===== config.mk =====
export PLATFORM = sky130hd
export DESIGN_NAME = ppd_regs
export DESIGN_NICKNAME = d
export VERILOG_FILES = /design/src/ppd_pkg.sv /design/src/ppd_cable_test.sv /design/src/ppd_regs.sv
export VERILOG_INCLUDE_DIRS = /design/src
export SDC_FILE = /design/constraint.sdc
export NUM_CORES = 1
export LEC_CHECK = 0
export BUFFER_PORTS_ARGS = -buffer_cell sky130_fd_sc_hd__buf_2
export CAP_MARGIN = 20
export CORE_ASPECT_RATIO = 0.9
export CORE_MARGIN = 2
export CORE_UTILIZATION = 40
export DETAILED_ROUTE_END_ITERATION = 10
export GPL_TIMING_DRIVEN = 1
export MAX_ROUTING_LAYER = met4
export PLACE_DENSITY = 0.68
export SYNTH_ARGS = -nofsm -noshare
export SYNTH_HDL_FRONTEND = slang
export SYNTH_HIERARCHICAL = 1
export SYNTH_SLANG_ARGS = --single-unit
export TNS_END_PERCENT = 50

===== constraint.sdc =====
create_clock -name mclk -period 1.5 [get_ports mclk]
set_input_delay 0.15 -clock mclk [delete_from_list [all_inputs] [get_ports mclk]]
set_output_delay 0.15 -clock mclk [all_outputs]
set_load 0.01 [all_outputs]

===== src/ppd_cfg.svh =====
// Constants and field layout of the partner, cable test and special registers
// Assumes a 16-bit management register port clocked by mclk
//
// How it works
// - Partner ability bit 10 is read-only, shows the partner's pause ability and resets to 0.
// - Partner ability bits 8..5 show partner 100FD, 100HD, 10FD, 10HD abilities, each resetting to 0.
// - Writing 1 to cable test bit 15 starts a test and hardware clears the bit when the test ends.
// - Once the start bit reads 0 after a launch, result, short flag and distance hold valid status.
// - Result bits 14..13 encode 00 normal, 01 open, 10 short, 11 failed, resetting to 00.
// - Read-only bit 12 is set when the short lies closer than ten meters.
// - Bits 8..0 hold the fault count, distance being about 0.4 m times the count.
// - Only one of the two ports implements the cable test register; the other reads it as zero.
// - Special bit 5 reads 1 when receive polarity is reversed, resetting to 0.
// - Special bit 2 is active-low power saving and resets to 1.
// - Special bit 1 puts the port in remote loopback and resets to 0.
// - In remote loopback the line receive data is turned around in the PMD/PMA and sent back out.
`ifndef PPD_CFG_SVH
`define PPD_CFG_SVH

`define PPD_ADDR_PARTNER   5'h05
`define PPD_ADDR_CABLE     5'h1d
`define PPD_ADDR_SPECIAL   5'h1f

`define PPD_LP_PAUSE       10
`define PPD_LP_ABIL_HI     8
`define PPD_LP_ABIL_LO     5

`define PPD_CT_START       15
`define PPD_CT_RES_HI      14
`define PPD_CT_RES_LO      13
`define PPD_CT_SHORT10     12
`define PPD_CT_CNT_HI      8
`define PPD_CT_CNT_LO      0

`define PPD_SP_POLRVS      5
`define PPD_SP_XOVER       4
`define PPD_SP_FORCE       3
`define PPD_SP_PSAVE       2
`define PPD_SP_RLOOP       1
`define PPD_SP_RSVD0       0

`define PPD_RESULT_RST     2'h0
`define PPD_PSAVE_RST      1'h1

`endif


===== src/ppd_pkg.sv =====
// Types shared by the partner and diagnostic register bank
// Assumes ppd_cfg.svh holds the register addresses, bit positions and reset values
package ppd_pkg;
   typedef enum logic [1:0] {
      PPD_CT_IDLE = 2'b00,
      PPD_CT_RUN  = 2'b01
   } ppd_ct_state_t;

   typedef enum logic [1:0] {
      PPD_RES_NORMAL = 2'b00,
      PPD_RES_OPEN   = 2'b01,
      PPD_RES_SHORT  = 2'b10,
      PPD_RES_FAIL   = 2'b11
   } ppd_result_t;
endpackage : ppd_pkg


===== src/ppd_cable_test.sv =====
// Cable test sequencer with result capture
// Assumes the analog tester answers with a one-cycle done pulse
`timescale 1ns/10ps
`include "ppd_cfg.svh"
module ppd_cable_test
   import ppd_pkg::*;
#(
   parameter int CNT_W = 9
) (
   input  wire logic             mclk,
   input  wire logic             reset,
   input  wire logic             start,
   input  wire logic             tdr_done,
   input  wire logic [1:0]       tdr_result,
   input  wire logic             tdr_short10,
   input  wire logic [CNT_W-1:0] tdr_count,
   output logic                  busy,
   output logic                  tdr_run,
   output logic [1:0]            result,
   output logic                  short10,
   output logic [CNT_W-1:0]      count
);
   ppd_ct_state_t    st_r, st_nxt;
   logic [1:0]       res_r, res_nxt;
   logic             sh_r, sh_nxt;
   logic [CNT_W-1:0] cnt_r, cnt_nxt;

   always_comb begin
      st_nxt  = st_r;
      res_nxt = res_r;
      sh_nxt  = sh_r;
      cnt_nxt = cnt_r;
      case (st_r)
         PPD_CT_IDLE: begin
            if (start)
               st_nxt = PPD_CT_RUN;
         end
         PPD_CT_RUN: begin
            if (tdr_done) begin
               // Capture on the same edge the start bit drops so status is valid
               st_nxt  = PPD_CT_IDLE;
               res_nxt = tdr_result;
               sh_nxt  = tdr_short10;
               cnt_nxt = tdr_count;
            end
         end
         default: st_nxt = PPD_CT_IDLE;
      endcase
   end

   always_ff @(posedge mclk or posedge reset) begin
      if (reset) begin
         st_r  <= PPD_CT_IDLE;
         res_r <= `PPD_RESULT_RST;
         sh_r  <= 1'b0;
         cnt_r <= '0;
      end else begin
         st_r  <= st_nxt;
         res_r <= res_nxt;
         sh_r  <= sh_nxt;
         cnt_r <= cnt_nxt;
      end
   end

   assign busy    = (st_r == PPD_CT_RUN);
   assign tdr_run = busy;
   assign result  = res_r;
   assign short10 = sh_r;
   assign count   = cnt_r;
endmodule : ppd_cable_test


===== src/ppd_regs.sv =====
// Partner ability, cable test and special control/status registers
// Assumes a synchronous management port: addr, wr, rd, wdata, rdata
`timescale 1ns/10ps
`include "ppd_cfg.svh"
module ppd_regs
   import ppd_pkg::*;
#(
   parameter bit HAS_CABLE_TEST = 1'b1,
   parameter int CNT_W          = 9
) (
   input  wire logic             mclk,
   input  wire logic             reset,
   input  wire logic [4:0]       mgmt_addr,
   input  wire logic             mgmt_wr,
   input  wire logic             mgmt_rd,
   input  wire logic [15:0]      mgmt_wdata,
   output logic [15:0]           mgmt_rdata,
   input  wire logic             lp_pause,
   input  wire logic [3:0]       lp_abil,
   input  wire logic             pol_reversed,
   input  wire logic             crossover_state,
   input  wire logic             tdr_done,
   input  wire logic [1:0]       tdr_result,
   input  wire logic             short_within_ten_meters,
   input  wire logic [CNT_W-1:0] tdr_count,
   output logic                  tdr_run,
   output logic                  force_link_pass,
   output logic                  power_save_en,
   output logic                  remote_loopback
);
   // ****************************************************
   // Partner ability snapshot
   // ****************************************************
   logic       lp_pause_r, lp_pause_nxt;
   logic [3:0] lp_abil_r, lp_abil_nxt;

   // Autonegotiation owns these; one flop keeps reads coherent
   always_comb begin
      lp_pause_nxt = lp_pause;
      lp_abil_nxt  = lp_abil;
   end

   always_ff @(posedge mclk or posedge reset) begin
      if (reset) begin
         lp_pause_r <= 1'b0;
         lp_abil_r  <= 4'h0;
      end else begin
         lp_pause_r <= lp_pause_nxt;
         lp_abil_r  <= lp_abil_nxt;
      end
   end

   // ****************************************************
   // Line status snapshot
   // ****************************************************
   logic       pol_r, pol_nxt;
   logic       xover_r, xover_nxt;

   // Polarity shows at every speed; only 10 Mb/s gives it meaning
   always_comb begin
      pol_nxt   = pol_reversed;
      xover_nxt = crossover_state;
   end

   always_ff @(posedge mclk or posedge reset) begin
      if (reset) begin
         pol_r   <= 1'b0;
         xover_r <= 1'b0;
      end else begin
         pol_r   <= pol_nxt;
         xover_r <= xover_nxt;
      end
   end

   // ****************************************************
   // Special control bits
   // ****************************************************
   logic force_r, force_nxt;
   logic psave_r, psave_nxt;
   logic rloop_r, rloop_nxt;
   logic rsvd0_r, rsvd0_nxt;
   logic wr_sp, wr_ct;

   assign wr_sp = mgmt_wr && (mgmt_addr == `PPD_ADDR_SPECIAL);
   assign wr_ct = mgmt_wr && (mgmt_addr == `PPD_ADDR_CABLE) && HAS_CABLE_TEST;

   always_comb begin
      force_nxt = force_r;
      psave_nxt = psave_r;
      rloop_nxt = rloop_r;
      rsvd0_nxt = rsvd0_r;
      if (wr_sp) begin
         force_nxt = mgmt_wdata[`PPD_SP_FORCE];
         psave_nxt = mgmt_wdata[`PPD_SP_PSAVE];
         rloop_nxt = mgmt_wdata[`PPD_SP_RLOOP];
         // Kept as written; software must leave it 0
         rsvd0_nxt = mgmt_wdata[`PPD_SP_RSVD0];
      end
   end

   always_ff @(posedge mclk or posedge reset) begin
      if (reset) begin
         force_r <= 1'b0;
         psave_r <= `PPD_PSAVE_RST;
         rloop_r <= 1'b0;
         rsvd0_r <= 1'b0;
      end else begin
         force_r <= force_nxt;
         psave_r <= psave_nxt;
         rloop_r <= rloop_nxt;
         rsvd0_r <= rsvd0_nxt;
      end
   end

   assign force_link_pass = force_r;
   assign power_save_en   = ~psave_r;
   // PMD/PMA turnaround is steered by this level
   assign remote_loopback = rloop_r;

   // ****************************************************
   // Cable test
   // ****************************************************
   logic             ct_busy;
   logic             ct_run;
   logic [1:0]       ct_result;
   logic             ct_short;
   logic [CNT_W-1:0] ct_count;
   logic             ct_start;

   // Start is honoured only while idle, inside the sequencer
   assign ct_start = wr_ct && mgmt_wdata[`PPD_CT_START];

   generate
      if (HAS_CABLE_TEST) begin : g_ct
         ppd_cable_test #(
            .CNT_W       (CNT_W)
         ) u_ct (
            .mclk        (mclk),
            .reset       (reset),
            .start       (ct_start),
            .tdr_done    (tdr_done),
            .tdr_result  (tdr_result),
            .tdr_short10 (short_within_ten_meters),
            .tdr_count   (tdr_count),
            .busy        (ct_busy),
            .tdr_run     (ct_run),
            .result      (ct_result),
            .short10     (ct_short),
            .count       (ct_count)
         );
      end else begin : g_no_ct
         // No tester on this port; saves the sequencer flops
         assign ct_busy   = 1'b0;
         assign ct_run    = 1'b0;
         assign ct_result = `PPD_RESULT_RST;
         assign ct_short  = 1'b0;
         assign ct_count  = '0;
      end
   endgenerate

   // Unsupported port never launches the tester
   assign tdr_run = ct_run && HAS_CABLE_TEST;

   // ****************************************************
   // Register images
   // ****************************************************
   logic [15:0] lp_word, ct_word, sp_word;

   // Reserved bits read 0, except special bit 0 which reads as written, so software may compare whole words
   always_comb begin
      lp_word = 16'h0000;
      lp_word[`PPD_LP_PAUSE] = lp_pause_r;
      lp_word[`PPD_LP_ABIL_HI:`PPD_LP_ABIL_LO] = lp_abil_r;
   end

   always_comb begin
      ct_word = 16'h0000;
      // Fields hold from one test's end to the next
      if (HAS_CABLE_TEST) begin
         ct_word[`PPD_CT_START] = ct_busy;
         ct_word[`PPD_CT_RES_HI:`PPD_CT_RES_LO] = ct_result;
         ct_word[`PPD_CT_SHORT10] = ct_short;
         ct_word[`PPD_CT_CNT_HI:`PPD_CT_CNT_LO] = ct_count;
      end
   end

   always_comb begin
      sp_word = 16'h0000;
      sp_word[`PPD_SP_POLRVS] = pol_r;
      sp_word[`PPD_SP_XOVER]  = xover_r;
      sp_word[`PPD_SP_FORCE]  = force_r;
      sp_word[`PPD_SP_PSAVE]  = psave_r;
      sp_word[`PPD_SP_RLOOP]  = rloop_r;
      sp_word[`PPD_SP_RSVD0]  = rsvd0_r;
   end

   // ****************************************************
   // Read data
   // ****************************************************
   logic [15:0] rd_nxt, rdata_r;

   // Data holds between reads so a slow host may sample late
   always_comb begin
      rd_nxt = rdata_r;
      if (mgmt_rd) begin
         case (mgmt_addr)
            `PPD_ADDR_PARTNER: rd_nxt = lp_word;
            `PPD_ADDR_CABLE:   rd_nxt = ct_word;
            `PPD_ADDR_SPECIAL: rd_nxt = sp_word;
            default:           rd_nxt = 16'h0000;
         endcase
      end
   end

   always_ff @(posedge mclk or posedge reset) begin
      if (reset)
         rdata_r <= 16'h0000;
      else
         rdata_r <= rd_nxt;
   end

   assign mgmt_rdata = rdata_r;
endmodule : ppd_regs


---- Word-level counts from Yosys, hierarchy flattened ----
Cells that the tools add are included.
cells by class
  add/sub/neg operators ................... 0
  multiply operators ...................... 0
  divide/modulo/power cells ............... 0
  magnitude comparators ................... 0
  equality and inequality tests ........... 6
  shifts and indexed selects .............. 0
  muxes and demuxes ....................... 4
  bitwise gates (word level) .............. 1
  reduce and logical (&&, ||, !) cells .... 6
operators with widths
  operator            number
  $pmux 16 s3         1
  $eq 5x5->1 const B  2
  $eq 5x3->1 const B  1
  $mux 2              2
  $ne 2x2->1 const B  2
  $pmux 2 s2          1
  $reduce_and 2->1    2
  $logic_and 1x1->1   3
  $eq 2x1->1 const B  1
  $logic_not 2->1     1
  $not 1->1           1
word-level totals
  register bits after elaboration ......... 41
  latch bits .............................. 0
  bits in writable memories ............... 0
  bits in read-only memories .............. 0
  bits of input ports ..................... 45
  output and inout bits ................... 20
  memories ................................ 0

---- Logic depth before layout (Yosys ltp) ----
Gate-level depths: netlist of the first run.
  depth after elaboration ................. 5
  mapped depth ............................ 5

---- By module ----
The synthesis of the first run kept the hierarchy.
by module, submodules not included
  module          times used  cells each  area each (um^2)  seq. area each (um^2)
  ppd_regs        1           94          1069.8            626.9
  ppd_cable_test  1           31          540.5             325.3

---- Least setup slack after synthesis of the first run ----
OpenSTA, ideal clock, no wires.
  path type ............................... reg-to-reg
  start point ............................. register g_ct.u_ct.st_r[0]
  end point ............................... register g_ct.u_ct.cnt_r[0] (netlist: g_ct.u_ct/count[0])
  data arrival time ....................... 951 ps
  slack ................................... 424 ps
  stages on the path, launching flop included .. 4
  period minus slack after synthesis ...... 1076 ps
  cells stage by stage .................... dfrtp_1 -> nand2_2 -> buf_6 -> mux2_4
on the way
  cells in the longest elaborated chain, start to end .. 2
ends and longest elaborated chain
  item                               line                  RTL
  start: declaration                 ppd_cable_test.sv:23  ppd_ct_state_t st_r, st_nxt;
  start signal: assignment           ppd_cable_test.sv:58  st_r <= st_nxt;
  $eq 2x1->1                         ppd_cable_test.sv:33  case (st_r)
  $reduce_and 2->1 (no source line)  --
  end signal: assignment             ppd_cable_test.sv:61  cnt_r <= cnt_nxt;
  end: declaration                   ppd_cable_test.sv:26  logic [CNT_W-1:0] cnt_r, cnt_nxt;
Every way passes these cells.
A chain may end at the register's enable or synchronous reset.

---- Worst setup path in the final report of the first run ----
  start point ............................. register g_ct.u_ct.st_r[0]
  end point ............................... register g_ct.u_ct.cnt_r[8] (netlist: g_ct.u_ct/count[8])
Same word-level chain as after synthesis.

==> impl_metrics.tcl, run 1 <==
set metrics [dict create \
    grt_pass1_vias 1104 \
    relSlewSlack_pct 65.6 \
    die_w_microns 70.9 \
    critPathLaunch "g_ct.u_ct/st_r[0]" \
    cts-root-buf "clkbuf_8" \
    grt_usage_pct 15.8 \
    ir_worst_vdd_v 0.000618 \
    fmax_mhz 799 \
    overflow 0 \
    start_util_pct 42.6 \
    status "completed" \
    drt_iter0_drc 51 \
    routedWlPerCell_microns 13.8 \
    path_max_fanout 12 \
    via_per_inst 4.87 \
    leakage_nw 1.06 \
    reg2reg_from "g_ct.u_ct/st_r[0]" \
    yosysWarnings 6 \
    rsz0062_at_grt "false" \
    fin_crit_sh_pct 83.5 \
    worst_pin_slew_ns 0.515 \
    ys_seq_area_share_pct 59.1 \
    num_io_pins 65 \
    finalSetupTns_ns 0 \
    yosysUniqueCellTypes 24 \
    critPathKind "reg -> reg" \
    p_per_area_nw_per_um2 1100 \
    maxSlewViolCount 0 \
    die_h_microns 64.2 \
    ys_ff_latch 38 \
    antenna_cells 0 \
    avgSynthCellArea_sq_um 12.9 \
    yosys-top-cells-area "dfrtp_1, mux2_4, mux2i_1" \
    antenna_found_initial 0 \
    syn_area_sq_um 1610 \
    numCtsBuffers 5 \
    gp_congestion 0.768 \
    grt_max_degree 22 \
    firstDrtPassIters 4 \
    setup_viol 0 \
    hold_start "mgmt_wdata[2]" \
    hold_viol_final 0 \
    clk_latency_ns 0.29 \
    core_region_area_sq_um 3780 \
    cts-htree-levels 2 \
    port-buffer-count 51 \
    hold_path_class "in -> reg" \
    dp_slack_ns 0.238 \
    tritoncts "built" \
    drive_gt1_share_pct 43.3 \
    cp-end-kind "register" \
    layout_setup_ws_ns 0.248 \
    drv_cap 0 \
    ys_async_sr_fraction_pct 100 \
    die_area_sq_um 4550 \
    arrival_ns 1.43 \
    post-dp-hpwl_microns 2440 \
    clock_path_buffers 2 \
    skew_ns 0.00456 \
    synth_area_leader_cell "dfrtp_1" \
    routed-via-count 1135 \
    synth_flop_cell "dfrtp_1" \
    area_growth_pct 28.8 \
    synth_edf_count 0 \
    cts.clk_slew.worst_paths_ns 0.07 \
    ant_nets 0 \
    syn_inst 125 \
    start_kind "register" \
    grt_pass1_wl_microns 5290 \
    cp.required_ns 1.68 \
    synth_top_area_share_pct 57.5 \
    layout.nets 231 \
    num_rows 21 \
    drc 0 \
    clock_sinks 38 \
    drt_wl_total_microns 3210 \
    min_period_ns 1.25 \
]
per-layer routing:
metal	global-route usage (%)	up-vias	wire length, microns
met3	6.31	2	249
li1	-	542	-
met4	5.66	0	19
met2	22.5	41	1550
met5	-	-	0
met1	20.6	550	1390
worst paths after layout:
| check | end | slack [ns] | cells past startpoint |
|---|---|---|---|
| max in group asynchronous | mgmt_rdata[12] | 0.56 | 4 |
| setup reg to reg | g_ct.u_ct/count[8] | 0.25 | 2 |
| setup / recovery | g_ct.u_ct/count[8] | 0.25 | 2 |
| hold / removal | psave_r | 0.07 | 3 |
| hold reg to reg | mgmt_rdata[10] | 0.49 | 2 |
| min in group asynchronous | mgmt_rdata[4] | 0.40 | 3 |
synth_stat cells, types with 2 or more instances:
| cell type | instances |
|---|---|
| clkbuf_1 | 2 |
| mux2_2 | 5 |
| o22ai_1 | 9 |
| inv_1 | 18 |
| dfrtp_1 | 37 |
| buf_4 | 4 |
| nand2_1 | 3 |
| nand3_1 | 6 |
| a21oi_1 | 2 |
| and3_1 | 2 |
| mux2_4 | 10 |
| nor2_4 | 2 |
| a22oi_1 | 3 |
| o21ai_0 | 6 |
| mux2i_1 | 7 |
power by group:
part | internal, mW | switching [mW]
Sequential | 1.12 | 0.0481
Combinational | 0.159 | 0.122
Clock | 0.489 | 0.342
Total | 1.76 | 0.512
placed cells by master, fill, tap and decap left out:
| cell | count |
|---|---|
| nor4_4 | 1 |
| nand2_2 | 1 |
| nand4_4 | 1 |
| nand3_1 | 6 |
| o22ai_1 | 9 |
| a22oi_1 | 3 |
| dlygate4sd3_1 | 8 |
| inv_1 | 18 |
| mux2_4 | 10 |
| mux2_2 | 5 |
| nor2_1 | 1 |
| dfstp_2 | 1 |
| o21ai_0 | 6 |
| nand2_1 | 3 |
| buf_2 | 51 |
| mux2i_1 | 7 |
| conb_1 | 2 |
| nand4b_1 | 1 |
| a21oi_1 | 2 |
| and3_1 | 2 |
| dfrtp_1 | 37 |
| nor2_4 | 2 |
| bufinv_16 | 1 |
| clkinv_2 | 2 |
| nor3_1 | 1 |
| clkbuf_8 | 5 |
| buf_4 | 1 |
cell families after synthesis:
group                  Yosys count  synth area share [%]
and+or+nand+nor                 19                  8.86
buffers and inverters           25                  7.23
other                            1                 0.233
muxes                           22                  17.2
DFF                             38                  59.1
AOI/OAI and AO/OA               20                  7.38
worst max-delay path: stages (launching register included):
cell,delay (ns)
dfrtp_1,0.43
nand2_2,0.33
mux2_2,0.38
sequential cells by signal, indices dropped and copies added (netlist names), 2 cells and up:
name,flops
g_ct.u_ct/count,9
lp_abil_r,4
g_ct.u_ct/result,2
mgmt_rdata,14
layout make-up:
cell class,instances,area [sq um]
multi-input combinational,63,546
inverter,18,67.6
sequential,38,952
clock inverter,3,40.0
timing repair buffer,60,343
fill,342,1710
tap,46,57.6
clock buffer,5,68.8
stage by stage:
stage	area [sq um]	hold slack [ns]	util (%)	power, mW	instances
5_1_grt	2070	0.0630	54.8	2.39	233
2_1_floorplan	1610	0.0270	-	1.34	126
6_report	2070	0.0673	54.8	2.28	233
3_5_place_dp	1890	0.171	49.8	1.45	217
3_3_place_gp	1890	0.161	49.8	1.44	217
4_1_cts	2070	0.0585	54.8	2.31	233
repair_timing:
action,CTS,global route
buffers inserted,0,0
endpoints found under the hold margin,29,0
resized for setup,0,0
hold buffers,8,0
Power figures use the tool's default switching activity.
==> run 2: changes to the inputs <==
==> constraint.sdc (replaced) <==
create_clock -name mclk -period 1.3 [get_ports mclk]
set_input_delay 0.13 -clock mclk [delete_from_list [all_inputs] [get_ports mclk]]
set_output_delay 0.13 -clock mclk [all_outputs]
set_load 0.01 [all_outputs]
==> impl_metrics.tcl, run 2 (same netlist as run 1, synthesis figures left out) <==
set metrics [dict create \
    switching_share_pct 23.3 \
    drt_iter0_drc 35 \
    leakage_nw 1.08 \
    start_util_pct 42.6 \
    arrival_ns 1.30 \
    wl_met3_microns 211 \
    p_switching_mw 0.578 \
    relSlewSlack_pct 66.4 \
    highest_layer "met4" \
    power_frac_clock_pct 32.4 \
    post-dp-hpwl_microns 2620 \
    grt_pass1_wl_microns 5570 \
    largest_reg_flops 14 \
    ant_nets 0 \
    worst_pin_slew_ns 0.503 \
    p_int_mw 1.90 \
    critPathSlowestCell "dfrtp_1" \
    port-buffer-count 51 \
    cp_num_buf_inv 1 \
    p_comb_share_pct 13.4 \
    gp_congestion 0.813 \
    die_h_microns 64.2 \
    whs_endpoint "g_ct.u_ct/st_r[0]" \
    reg2reg_from "g_ct.u_ct/st_r[0]" \
    grt_pass1_vias 1171 \
    critPathKind "reg -> reg" \
    antenna_cells 0 \
    rrSetupSlack_ns 0.17 \
    status "completed" \
    setup_viol 0 \
    cts-root-buf "clkbuf_8" \
    cp_top_family "flip-flops" \
    final_common_cell "buf_2" \
    routedWlPerCell_microns 13.6 \
    via_per_inst 4.72 \
    drive_gt1_share_pct 44.0 \
    drv_cap 0 \
    path_max_fanout 9 \
    cts.clk_slew.worst_paths_ns 0.07 \
    hold_viol_final 0 \
    reg2reg_depth 3 \
    die_w_microns 70.9 \
    clock_sinks 38 \
    hold_start "tdr_done" \
    num_io_pins 65 \
    postCtsSetupBuffers 0 \
    tritoncts "built" \
    clock_path_buffers 2 \
    firstDrtPassIters 4 \
    antenna_found_initial 0 \
    cp.required_ns 1.47 \
    layout_setup_ws_ns 0.167 \
    overflow 0 \
    place_area_sq_um 1930 \
    p_per_area_nw_per_um2 1180 \
    dp_slack_ns 0.160 \
    grt_max_degree 26 \
    clk_latency_ns 0.28 \
    core_region_area_sq_um 3780 \
    maxSlewViolCount 0 \
    fmax_mhz 883 \
    drc 0 \
    num_rows 21 \
    hold_depth 2 \
    pwr-share-seq_pct 54.2 \
    die_area_sq_um 4550 \
    min_period_ns 1.13 \
    rsz0062_at_grt "false" \
    ir_worst_vdd_v 0.000594 \
    max_stage_delay_ns 0.43 \
    timing.rr.end "g_ct.u_ct/count[5]" \
    final_cell_mix "buf_2, dfrtp_1, inv_1" \
    grt_usage_pct 16.4 \
    skew_ns 0.00320 \
    utilization_pct 55.5 \
    routed-wl-met2_microns 1530 \
    fin_crit_sh_pct 87.1 \
    numCtsBuffers 5 \
    hold_path_class "in -> reg" \
    routed-via-count 1119 \
    drt_wl_total_microns 3230 \
    hold-worst-slack_ns 0.0565 \
    cts-htree-levels 2 \
    ctsResizeCount 0 \
    cp_cell_sequence "nand2_2, buf_12, mux2_2" \
    finalInstanceArea_sq_um 2100 \
    start_kind "register" \
    layout.nets 235 \
    met1_length_microns 1430 \
    finalSetupTns_ns 0 \
    area_growth_pct 30.4 \
    cp-end-kind "register" \
]
## run 2: power by group through the flow
stage | logic [mW] | registers [mW] | clock network (mW)
floorplan | 0.193 | 1.36 | 0
global placement | 0.307 | 1.36 | 0
detailed placement | 0.318 | 1.37 | 0
CTS | 0.337 | 1.35 | 0.824
global route | 0.367 | 1.36 | 0.885
finish | 0.332 | 1.35 | 0.804
## run 2: through the flow
step                      total power, mW  instances
after floorplan                      1.55        126
after global placement               1.67        221
after detailed placement             1.69        221
after CTS                            2.51        237
after global routing                 2.61        237
final                                2.48        237
## run 2: worst max-delay path by stage
stage,start,endpoint,slack (ns),cells after the start
6_report,g_ct.u_ct/st_r[0],g_ct.u_ct/count[5],0.17,3
5_1_grt,g_ct.u_ct/st_r[0],g_ct.u_ct/count[5],0.12,3
4_1_cts,g_ct.u_ct/st_r[0],g_ct.u_ct/count[5],0.15,3
3_5_place_dp,mgmt_addr[3],remote_loopback,0.16,4
3_3_place_gp,g_ct.u_ct/st_r[0],g_ct.u_ct/count[5],0.19,3
2_1_floorplan,g_ct.u_ct/st_r[0],g_ct.u_ct/count[0],0.22,3
## run 2: what timing repair did
item	CTS	global route
hold endpoints to repair	44	0
endpoints found under the setup margin	0	0
hold buffers	8	0
## run 2: layer usage
layer / GRT usage, % / up-vias
met5: - / -
met2: 25.0 / 35
met3: 5.21 / 5
met4: 6.37 / 0
li1: - / 554
met1: 20.6 / 525
## run 2: worst reg2reg max path, cell delays in order, from the launching register on
cell     delay, ns
dfrtp_1       0.43
nand2_2       0.11
buf_12        0.14
mux2_2        0.33
## run 2: layout make-up
class                           count  area [sq um]
Fill cell                         343          1680
Sequential cell                    38           952
Multi-Input combinational cell     63           546
Timing Repair Buffer               64           385
Clock buffer                        7          86.3
Inverter                           18          67.6
Tap cell                           46          57.6
Clock inverter                      1          5.00
